--- src/aro_defines.svh ---
// constants for the reset, power and averaging control block
// assumes a 125 MHz clock; included by bare name
`ifndef ARO_DEFINES_SVH
`define ARO_DEFINES_SVH

`define ARO_CLK_NS 8
`define ARO_PART_MIN_NS 55
`define ARO_PART_MIN_CYC ((`ARO_PART_MIN_NS + `ARO_CLK_NS - 1) / `ARO_CLK_NS)
`define ARO_PART_MAX_NS 2000
`define ARO_PART_MAX_CYC (`ARO_PART_MAX_NS / `ARO_CLK_NS)
`define ARO_FULL_MIN_NS 3000
`define ARO_FULL_MIN_CYC ((`ARO_FULL_MIN_NS + `ARO_CLK_NS - 1) / `ARO_CLK_NS)
`define ARO_CONV_NS 1000
`define ARO_CONV_CYC (`ARO_CONV_NS / `ARO_CLK_NS)
`define ARO_OS_PER_NS 1250
`define ARO_OS_PER_CYC (`ARO_OS_PER_NS / `ARO_CLK_NS)

`define ARO_ADDR_STATUS 8'h01
`define ARO_ADDR_CONFIG 8'h02
`define ARO_ADDR_RATIO 8'h08
`define ARO_STS_RSEEN_BIT 7
`define ARO_CFG_PWR_LSB 0
`define ARO_CFG_LINES_LSB 3
`define ARO_CFG_RST 8'h08
`define ARO_RATIO_RST 8'h00
`define ARO_RATIO_MAX 4'h8
`define ARO_PIN_LINES 2'h1
`define ARO_OS_SW_CODE 3'h7

`endif

--- src/aro_pkg.sv ---
// types shared by the reset, power and averaging control block
// assumes nothing of its surroundings
package aro_pkg;
  // order matches the two-bit power field encoding
  typedef enum logic [1:0] {ARO_NORMAL, ARO_STANDBY, ARO_AUTO, ARO_SHUTDOWN} aro_pwr_t;
  typedef enum logic {ARO_IDLE, ARO_RUN} aro_seq_t;
endpackage

--- src/aro_rst_classify.sv ---
// reset pin pulse width classifier
// assumes a synchronised reset pin level on the same clock
`timescale 1ns/1ns
`default_nettype none
`include "aro_defines.svh"
module aro_rst_classify (
  // clock and reset
  input wire logic clk,
  input wire logic rst_n,
  // synchronised reset pin
  input wire logic pin,
  // one-cycle pulses on release of the pin
  output logic part_p,
  output logic full_p
);
  logic [8:0] cnt_reg;
  logic pin_prev_reg;

  // width counted on the internal time base; saturates at the full threshold
  always_ff @(posedge clk or negedge rst_n) begin
    if (!rst_n) begin
      cnt_reg <= 9'h000;
      pin_prev_reg <= 1'b0;
    end else begin
      pin_prev_reg <= pin;
      if (pin) begin
        if (cnt_reg != 9'(`ARO_FULL_MIN_CYC)) begin
          cnt_reg <= cnt_reg + 9'h001;
        end
      end else if (!pin_prev_reg) begin
        cnt_reg <= 9'h000;
      end
    end
  end

  // widths between the partial maximum and the full minimum count as partial
  always_ff @(posedge clk or negedge rst_n) begin
    if (!rst_n) begin
      part_p <= 1'b0;
      full_p <= 1'b0;
    end else begin
      part_p <= pin_prev_reg && !pin && cnt_reg >= 9'(`ARO_PART_MIN_CYC)
        && cnt_reg < 9'(`ARO_FULL_MIN_CYC);
      full_p <= pin_prev_reg && !pin && cnt_reg >= 9'(`ARO_FULL_MIN_CYC);
    end
  end

  part_class_a: assert property (
    @(posedge clk) disable iff (!rst_n)
    (pin_prev_reg && !pin && cnt_reg >= 9'(`ARO_PART_MIN_CYC) && cnt_reg < 9'(`ARO_FULL_MIN_CYC))
    |=> part_p && !full_p)
    else $error("partial reset not recognised");
  full_class_a: assert property (
    @(posedge clk) disable iff (!rst_n)
    (pin_prev_reg && !pin && cnt_reg == 9'(`ARO_FULL_MIN_CYC)) |=> full_p && !part_p)
    else $error("full reset not recognised");
endmodule
`default_nettype wire

--- src/aro_os_seq.sv ---
// oversampling sequencer: first sample on start, the rest on an internal tick
// assumes start only arrives as a one-cycle pulse on the same clock
`timescale 1ns/1ns
`default_nettype none
`include "aro_defines.svh"
module aro_os_seq
  import aro_pkg::*;
(
  // clock and reset
  input wire logic clk,
  input wire logic rst_n,
  // control
  input wire logic start,
  input wire logic abort,
  input wire logic [3:0] ratio,
  // status
  output logic busy,
  output logic sample_strobe,
  output logic done
);
  aro_seq_t state_reg;
  logic [8:0] left_reg;
  logic [8:0] tmr_reg;
  logic [17:0] len_reg;
  logic [17:0] want_reg;

  always_ff @(posedge clk or negedge rst_n) begin
    if (!rst_n) begin
      state_reg <= ARO_IDLE;
      busy <= 1'b0;
      sample_strobe <= 1'b0;
      done <= 1'b0;
      left_reg <= 9'h000;
      tmr_reg <= 9'h000;
    end else begin
      sample_strobe <= 1'b0;
      done <= 1'b0;
      case (state_reg)
        ARO_IDLE: begin
          // starts while busy never reach here
          if (start && !abort) begin
            state_reg <= ARO_RUN;
            busy <= 1'b1;
            sample_strobe <= 1'b1;
            left_reg <= (9'h001 << ratio) - 9'h001;
            tmr_reg <= 9'h000;
          end
        end
        ARO_RUN: begin
          tmr_reg <= tmr_reg + 9'h001;
          if (abort) begin
            state_reg <= ARO_IDLE;
            busy <= 1'b0;
          end else if (left_reg != 9'h000 && tmr_reg == 9'(`ARO_OS_PER_CYC - 1)) begin
            sample_strobe <= 1'b1;
            left_reg <= left_reg - 9'h001;
            tmr_reg <= 9'h000;
          end else if (left_reg == 9'h000 && tmr_reg == 9'(`ARO_CONV_CYC - 1)) begin
            state_reg <= ARO_IDLE;
            busy <= 1'b0;
            done <= 1'b1;
          end
        end
        default: state_reg <= ARO_IDLE;
      endcase
    end
  end

  // helper: measured busy length against the expected extended time
  always_ff @(posedge clk or negedge rst_n) begin
    if (!rst_n) begin
      len_reg <= 18'h00000;
      want_reg <= 18'h00000;
    end else if (state_reg == ARO_IDLE && start && !abort) begin
      // busy rises on this edge; counting starts with the first busy cycle
      len_reg <= 18'h00000;
      want_reg <= 18'(((18'h00001 << ratio) - 18'h00001) * 18'(`ARO_OS_PER_CYC) + 18'(`ARO_CONV_CYC));
    end else if (busy) begin
      len_reg <= len_reg + 18'h00001;
    end
  end

  busy_len_a: assert property (
    @(posedge clk) disable iff (!rst_n) done |-> len_reg == want_reg)
    else $error("busy length does not match averaged samples");
  abort_idle_a: assert property (
    @(posedge clk) disable iff (!rst_n) abort |=> !busy && !done)
    else $error("abort did not end conversion");
endmodule
`default_nettype wire

--- src/aro_ctrl.sv ---
// top of the reset, power-down and averaging control of an eight-channel converter
// assumes pins arrive asynchronously and the register port is driven on clk
//
// Functional notes
// - 55 ns to 2 us pulse is partial reset; the code treats every pulse from 56 ns to under 3 us as partial
// - pulse of 3 us or more is full
// - partial reset reinitialises filter, interfaces, converters, CRC
// - partial reset sets reset-seen status bit 7
// - partial drops result, keeps registers and straps
// - full reset restores defaults, flags, drops result
// - full reset release captures mode and interface
// - pin mode: standby pin, range choose power
// - register mode power field decodes four modes
// - leaving standby needs no reset
// - autostandby sleeps at busy fall, wakes on start
// - pin mode latches ratio pins at busy fall
// - register mode ratio from ratio register
// - first sample on start, rest internal
// - busy covers all averaged samples
// - two lines in pin mode, selectable otherwise
// - select pins 000 none, 001-110 ratios, 111 register
// - start raises busy; starts while busy ignored
`timescale 1ns/1ns
`default_nettype none
`include "aro_defines.svh"
module aro_ctrl
  import aro_pkg::*;
(
  // clock and reset
  input wire logic clk,
  input wire logic nrst,
  // device pins
  input wire logic reset_pin,
  input wire logic conversion_start,
  input wire logic standby_pin_n,
  input wire logic range_pin,
  input wire logic [2:0] averaging_select_pins,
  input wire logic serial_select_pin,
  // register port from the readout interface
  input wire logic [7:0] reg_addr,
  input wire logic [7:0] reg_wdata,
  input wire logic reg_wr,
  input wire logic reg_rd,
  output logic [7:0] reg_rdata,
  // conversion control
  output logic busy,
  output logic sample_strobe,
  output logic result_ready,
  output logic result_discard,
  output logic reinit,
  // mode outputs
  output aro_pkg::aro_pwr_t power_state,
  output logic register_mode,
  output logic serial_iface,
  output logic [1:0] serial_lines,
  output logic [3:0] averaging_ratio_code
);
  import aro_pkg::*;

  logic [1:0] rst_sync_reg;
  logic rst_n;
  logic [7:0] pin_s1_reg;
  logic [7:0] pin_s2_reg;
  logic rstp;
  logic cs;
  logic standby_pin_n_n;
  logic range_lvl;
  logic [2:0] os_pins;
  logic ser_sel;
  logic cs_prev_reg;
  logic cs_rise;
  logic busy_prev_reg;
  logic busy_fall;
  logic part_p;
  logic full_p;
  logic [1:0] init_cnt_reg;
  logic capture;
  logic [7:0] cfg_reg;
  logic [7:0] ratio_reg;
  logic rseen_reg;
  logic [2:0] pin_ratio_reg;
  logic auto_sleep_reg;
  aro_pwr_t mode_sel;
  aro_pwr_t pwr_next;
  logic start;
  logic abort;
  logic wr_ok;
  logic [3:0] ratio_next;

  always_ff @(posedge clk or negedge nrst) begin
    if (!nrst) begin
      rst_sync_reg <= 2'h0;
    end else begin
      rst_sync_reg <= {rst_sync_reg[0], 1'b1};
    end
  end
  assign rst_n = rst_sync_reg[1];

  // all pins pass two flops before any logic looks at them
  always_ff @(posedge clk or negedge rst_n) begin
    if (!rst_n) begin
      pin_s1_reg <= 8'h00;
      pin_s2_reg <= 8'h00;
    end else begin
      pin_s1_reg <= {reset_pin, conversion_start, standby_pin_n, range_pin,
                     averaging_select_pins, serial_select_pin};
      pin_s2_reg <= pin_s1_reg;
    end
  end
  assign rstp = pin_s2_reg[7];
  assign cs = pin_s2_reg[6];
  assign standby_pin_n_n = pin_s2_reg[5];
  assign range_lvl = pin_s2_reg[4];
  assign os_pins = pin_s2_reg[3:1];
  assign ser_sel = pin_s2_reg[0];

  always_ff @(posedge clk or negedge rst_n) begin
    if (!rst_n) begin
      cs_prev_reg <= 1'b0;
      busy_prev_reg <= 1'b0;
    end else begin
      cs_prev_reg <= cs;
      busy_prev_reg <= busy;
    end
  end
  assign cs_rise = cs && !cs_prev_reg;
  assign busy_fall = busy_prev_reg && !busy;

  aro_rst_classify u_classify (
    .clk(clk),
    .rst_n(rst_n),
    .pin(rstp),
    .part_p(part_p),
    .full_p(full_p)
  );

  // power-on acts as a full reset release, but only once the pin synchronisers hold real levels
  always_ff @(posedge clk or negedge rst_n) begin
    if (!rst_n) begin
      init_cnt_reg <= 2'h0;
    end else if (init_cnt_reg != 2'h3) begin
      init_cnt_reg <= init_cnt_reg + 2'h1;
    end
  end
  assign capture = full_p || (init_cnt_reg == 2'h2);

  always_ff @(posedge clk or negedge rst_n) begin
    if (!rst_n) begin
      register_mode <= 1'b0;
      serial_iface <= 1'b0;
    end else if (capture) begin
      register_mode <= (os_pins == `ARO_OS_SW_CODE);
      serial_iface <= ser_sel;
    end
  end

  // registers ignore writes while the reset pin is held
  assign wr_ok = reg_wr && !rstp;

  always_ff @(posedge clk or negedge rst_n) begin
    if (!rst_n) begin
      cfg_reg <= `ARO_CFG_RST;
      ratio_reg <= `ARO_RATIO_RST;
    end else if (full_p) begin
      cfg_reg <= `ARO_CFG_RST;
      ratio_reg <= `ARO_RATIO_RST;
    end else if (wr_ok) begin
      // partial reset leaves these alone
      if (reg_addr == `ARO_ADDR_CONFIG) begin
        cfg_reg <= reg_wdata;
      end
      if (reg_addr == `ARO_ADDR_RATIO) begin
        ratio_reg <= reg_wdata;
      end
    end
  end

  // write-one clears; a reset in the same cycle keeps the flag set
  always_ff @(posedge clk or negedge rst_n) begin
    if (!rst_n) begin
      rseen_reg <= 1'b1;
    end else if (part_p || full_p) begin
      rseen_reg <= 1'b1;
    end else if (wr_ok && reg_addr == `ARO_ADDR_STATUS && reg_wdata[`ARO_STS_RSEEN_BIT]) begin
      rseen_reg <= 1'b0;
    end
  end

  always_ff @(posedge clk or negedge rst_n) begin
    if (!rst_n) begin
      reg_rdata <= 8'h00;
    end else if (reg_rd) begin
      case (reg_addr)
        `ARO_ADDR_STATUS: reg_rdata <= {rseen_reg, 7'h00};
        `ARO_ADDR_CONFIG: reg_rdata <= cfg_reg;
        `ARO_ADDR_RATIO: reg_rdata <= ratio_reg;
        default: reg_rdata <= 8'h00;
      endcase
    end
  end

  // ratio pins are only sampled between conversions, so a change mid-burst waits
  always_ff @(posedge clk or negedge rst_n) begin
    if (!rst_n) begin
      pin_ratio_reg <= 3'h0;
    end else if (capture || (busy_fall && !register_mode)) begin
      pin_ratio_reg <= os_pins;
    end
  end

  always_comb begin
    ratio_next = {1'b0, pin_ratio_reg};
    if (register_mode) begin
      ratio_next = (ratio_reg[3:0] > `ARO_RATIO_MAX) ? `ARO_RATIO_MAX : ratio_reg[3:0];
    end else if (pin_ratio_reg == `ARO_OS_SW_CODE) begin
      ratio_next = 4'h0;
    end
  end

  always_ff @(posedge clk or negedge rst_n) begin
    if (!rst_n) begin
      averaging_ratio_code <= 4'h0;
      serial_lines <= `ARO_PIN_LINES;
    end else begin
      averaging_ratio_code <= ratio_next;
      serial_lines <= register_mode ? cfg_reg[`ARO_CFG_LINES_LSB +: 2] : `ARO_PIN_LINES;
    end
  end

  always_comb begin
    if (register_mode) begin
      mode_sel = aro_pwr_t'(cfg_reg[`ARO_CFG_PWR_LSB +: 2]);
    end else if (standby_pin_n_n) begin
      mode_sel = ARO_NORMAL;
    end else begin
      mode_sel = range_lvl ? ARO_STANDBY : ARO_SHUTDOWN;
    end
  end

  // autostandby: sleep after each burst, wake on the next start edge
  always_ff @(posedge clk or negedge rst_n) begin
    if (!rst_n) begin
      auto_sleep_reg <= 1'b0;
    end else if (mode_sel != ARO_AUTO) begin
      auto_sleep_reg <= 1'b0;
    end else if (busy_fall) begin
      auto_sleep_reg <= 1'b1;
    end else if (cs_rise) begin
      auto_sleep_reg <= 1'b0;
    end
  end

  always_comb begin
    case (mode_sel)
      ARO_STANDBY: pwr_next = ARO_STANDBY;
      ARO_SHUTDOWN: pwr_next = ARO_SHUTDOWN;
      ARO_AUTO: pwr_next = (auto_sleep_reg && !cs_rise) || busy_fall ? ARO_STANDBY : ARO_NORMAL;
      default: pwr_next = ARO_NORMAL;
    endcase
  end

  // leaving standby simply returns to normal, no reset involved
  always_ff @(posedge clk or negedge rst_n) begin
    if (!rst_n) begin
      power_state <= ARO_NORMAL;
    end else begin
      power_state <= pwr_next;
    end
  end

  // the start edge is honoured in normal and autostandby only
  assign start = cs_rise && !rstp && !busy && (mode_sel == ARO_NORMAL || mode_sel == ARO_AUTO);
  assign abort = part_p || full_p;

  aro_os_seq u_seq (
    .clk(clk),
    .rst_n(rst_n),
    .start(start),
    .abort(abort),
    .ratio(ratio_next),
    .busy(busy),
    .sample_strobe(sample_strobe),
    .done(result_ready)
  );

  always_ff @(posedge clk or negedge rst_n) begin
    if (!rst_n) begin
      result_discard <= 1'b0;
      reinit <= 1'b0;
    end else begin
      result_discard <= abort;
      reinit <= abort;
    end
  end

  reset_seen_a: assert property (
    @(posedge clk) disable iff (!rst_n) part_p |=> rseen_reg)
    else $error("reset-seen not reported");
  partial_keep_a: assert property (
    @(posedge clk) disable iff (!rst_n) (part_p && !wr_ok) |=> $stable(cfg_reg) && $stable(ratio_reg))
    else $error("partial reset altered registers");
  full_default_a: assert property (
    @(posedge clk) disable iff (!rst_n)
    full_p |=> cfg_reg == `ARO_CFG_RST && ratio_reg == `ARO_RATIO_RST && !busy && result_discard)
    else $error("full reset did not restore defaults");
  strap_capture_a: assert property (
    @(posedge clk) disable iff (!rst_n) full_p |=> register_mode == ($past(os_pins) == `ARO_OS_SW_CODE))
    else $error("mode strap not captured");
  pin_power_a: assert property (
    @(posedge clk) disable iff (!rst_n)
    (!register_mode && !standby_pin_n_n && !range_lvl) |=> power_state == ARO_SHUTDOWN)
    else $error("shutdown not entered from pins");
  auto_sleep_a: assert property (
    @(posedge clk) disable iff (!rst_n)
    (mode_sel == ARO_AUTO && busy_fall) |=> power_state == ARO_STANDBY)
    else $error("autostandby did not sleep after busy");
  ratio_latch_a: assert property (
    @(posedge clk) disable iff (!rst_n)
    (!register_mode && busy_fall && !capture) |=> pin_ratio_reg == $past(os_pins))
    else $error("ratio pins not latched at busy fall");
  start_busy_a: assert property (
    @(posedge clk) disable iff (!rst_n) start |=> busy && sample_strobe)
    else $error("start did not raise busy");
endmodule
`default_nettype wire

--- config.mk ---
export PLATFORM = sky130hd
export DESIGN_NAME = aro_ctrl
export DESIGN_NICKNAME = d
export VERILOG_FILES = /design/src/aro_pkg.sv /design/src/aro_rst_classify.sv /design/src/aro_os_seq.sv /design/src/aro_ctrl.sv
export VERILOG_INCLUDE_DIRS = /design/src
export SDC_FILE = /design/constraint.sdc
export NUM_CORES = 1
export LEC_CHECK = 0
export ABC_CLOCK_PERIOD_IN_PS = 4000
export BUFFER_PORTS_ARGS = -buffer_cell sky130_fd_sc_hd__buf_2
export CAP_MARGIN = 10
export CELL_PAD_IN_SITES_DETAIL_PLACEMENT = 1
export CELL_PAD_IN_SITES_GLOBAL_PLACEMENT = 2
export CORE_ASPECT_RATIO = 1.75
export CORE_MARGIN = 2
export CORE_UTILIZATION = 37
export DETAILED_ROUTE_END_ITERATION = 12
export HOLD_SLACK_MARGIN = 0.1
export PLACE_DENSITY = 0.84
export SYNTH_ARGS = -nofsm -noshare
export SYNTH_HDL_FRONTEND = slang
export SYNTH_SLANG_ARGS = --single-unit
--- constraint.sdc ---
create_clock -name clk -period 4 [get_ports clk]
set_input_delay 1 -clock clk [delete_from_list [all_inputs] [get_ports clk]]
set_output_delay 1 -clock clk [all_outputs]
set_load 0.02 [all_outputs]
==> metrics.cfg <==
[routing]
drt-pass1-iter-count=4
drt-wirelength-per-cell_um=16.97
drcViolationCount=0
vias=3321
via_per_inst=5.462
wl_um=10320
ant_nets=0
drtIter0Drc=201

[synthesis]
avgSynthCellArea_um2=10.42
synth_adder_area_share_pct=1.715
synth_xor_area_share_pct=1.401
synth_edf_count=0
syn_nets=454
synth_top_family_by_area=simple AND/OR/NAND/NOR gates
ys.flop_type=dfrtp_1
seq_area_frac_synth_pct=54.97
ys_types=69
synthMuxAreaShare_pct=3.316
synth-warning-count=0
synth-seq-cells=96
yosys.area_share.simple_pct=18.58
syn-cell-area_mm2=0.004377
synth-compound-area-share_pct=16.90
async_flop_share_pct=100.0
syn_inst=420

[run_status]
status=finished, final reports clean

[die]
die_h_um=147.9
fp.dieW_um=86.22
start_util_pct=37.79
num_io_pins=51
coreArea_mm2=0.01158
row_count=52
die_area_mm2=0.01275

[critical_path]
reg2reg_to=u_seq.left_reg[8]
critPathMaxFanout=18
cp-endpoint=u_seq.left_reg[8]
path_class=flip-flop to flip-flop
crit_path_start=register_mode
rrSetupSlack_ns=0.93
crit_path_start_kind=flip-flop
arrival_ns=3.29
endpoint_kind=flip-flop
reg2reg_from=register_mode
worstPathRequired_ns=4.21
r2r_cells=9

[cts]
cts_resized=0
cts.sinks=96
cts_buffers=9
clock-root-buffer=clkbuf_16
clk_pin_slew_ns=0.07
clk_path_buf_depth=2
cts_htree_levels=3
tritoncts=yes
post_cts_buffers=0
cts-hold-fix-buffers=0
clock_latency_ns=0.35

[power_and_ir_drop]
fin_total_pwr_mw=2.921
p_per_area_mw_per_mm2=574.5
vdd_ir_drop_max_mv=0.2729
p_leak_nw=2.287

[placement]
port_buffers=50
place_ws_ns=0.9249
globalplace.congestion=0.7803
dpl.cell_count=592
place_hpwl_um=7441

[global_routing]
grt_max_degree=75
grt_use_total_pct=17.96
antenna_found_initial=0
gr-total-overflow=0
busiest_layer=met2
grt.met3_usage_pct=3.406
grtUsageMet2_pct=31.09
gr-usage-met1_pct=22.22
grt_pass1_wl_um=18100
grt_pass1_vias=3602

[sta]
rsz0062_at_grt=no
fin_crit_ns=3.075
final_max_slew_viol_count=0
slew_headroom_pct=30.22
max_freq_ghz=0.3252
fin_skew_ns=0.009797
setup_violations=0
fin_tns_setup_ns=0
period_share_pct=76.87
final_hold_viol_count=0
tightest_slew_ns=1.036
fin_ws_ns=0.9250

[layout]
final_cells=608
final_common_cell=dfrtp_1
diodes=0
syn_to_final_growth_pct=16.18
most-common-layout-cells=92 x dfrtp_1, 50 x buf_2, 44 x nand2_1
final_net_count=502
drive_gt1_share_pct=20.93

[min_path]
holdCritPathClass=flip-flop to flip-flop

[run]
max_cap_violations=0

==> how the worst min path moves through the flow <==
| stage | from | to | slack, ns | cells after the start |
|---|---|---|---|---|
| 4_1_cts | pin_s1_reg[0] | pin_s2_reg[0] | 0.35 | 0 |
| 5_1_grt | pin_s1_reg[0] | pin_s2_reg[0] | 0.35 | 0 |
| 3_5_place_dp | pin_s1_reg[0] | pin_s2_reg[0] | 0.34 | 0 |
| 2_1_floorplan | pin_s1_reg[0] | pin_s2_reg[0] | 0.33 | 0 |
| 3_3_place_gp | pin_s1_reg[0] | pin_s2_reg[0] | 0.33 | 0 |
| 6_report | pin_s1_reg[0] | pin_s2_reg[0] | 0.35 | 0 |
==> through the flow <==
stage / utilization, % / hold slack [ns] / area, um2
after global placement: 41.01 / 0.3343 / 4750
after global routing: 43.91 / 0.3516 / 5085
after detailed placement: 41.01 / 0.3403 / 4750
after CTS: 43.91 / 0.3550 / 5085
after floorplan: - / 0.3312 / 4377
final: 43.91 / 0.3455 / 5085
==> layout make-up <==
class	instances	area (um2)
Sequential cell	96	2410
Timing Repair Buffer	55	287.8
Clock buffer	10	239.0
Clock inverter	6	96.34
Fill cell	1346	6496
Tap cell	135	168.9
Inverter	12	45.04
Multi-Input combinational cell	294	1838
==> critical path, cell delays in order, from the launching register on <==
cell     delay, ns
dfrtp_1       0.62
nand2_1       0.13
o22ai_1       0.47
nor2_1        0.14
a22oi_1       0.25
ha_1          0.31
inv_1         0.13
or4b_2        0.64
a31oi_1       0.18
a21oi_1       0.05
==> synth_stat cells, types with 2 or more instances <==
master / instances / area, um2
dfrtp_1: 93 / 2327
nand2_1: 44 / 165.2
nor2_1: 40 / 150.1
a21oi_1: 33 / 165.2
nand3_1: 19 / 95.09
o21ai_0: 17 / 85.08
inv_1: 11 / 41.29
mux2i_1: 10 / 100.1
a22oi_1: 9 / 67.56
o21ai_1: 9 / 45.04
clkbuf_1: 8 / 30.03
and3_1: 7 / 43.79
buf_2: 7 / 35.03
ha_1: 6 / 75.07
nand2b_1: 6 / 37.54
o31ai_1: 6 / 45.04
and2_1: 5 / 31.28
nor4_1: 5 / 31.28
nor4b_1: 5 / 43.79
or3_1: 5 / 31.28
xnor2_1: 5 / 43.79
mux2_2: 4 / 45.04
a21o_1: 3 / 22.52
a31oi_1: 3 / 18.77
dfstp_2: 3 / 78.83
nor3_1: 3 / 15.01
o22ai_1: 3 / 18.77
a2111oi_0: 2 / 17.52
a21bo_2: 2 / 20.02
a22o_1: 2 / 17.52
a32o_1: 2 / 20.02
nand4_1: 2 / 12.51
nor2b_1: 2 / 12.51
nor4b_2: 2 / 30.03
or4b_4: 2 / 27.53
xor2_1: 2 / 17.52
==> routing by layer <==
layer / part of all wire (%) / up-vias
li1: - / 1610
met1: 41 / 1650
met2: 54 / 49
met3: 3.1 / 12
met4: 1.7 / 0
met5: 0 / -
==> power breakdown <==
group / internal, mW / total (mW) / switching, mW / leakage (nW)
Sequential: 1.10 / 1.25 / 0.142 / 1.20
Clock: 0.574 / 0.954 / 0.380 / 0.162
Combinational: 0.280 / 0.723 / 0.442 / 0.924
Total: 1.96 / 2.92 / 0.964 / 2.29
==> cells by family (layout without fill, tap and decap cells) <==
kind of cell	count (synthesis)	after routing
and+or+nand+nor	157	157
AOI/OAI and AO/OA	109	109
DFF	96	96
buffers and inverters	30	83
muxes	14	14
xor gates and xnor gates	7	7
adders and majority gates	6	6
other	1	1
(Power assumes the default switching activity.)
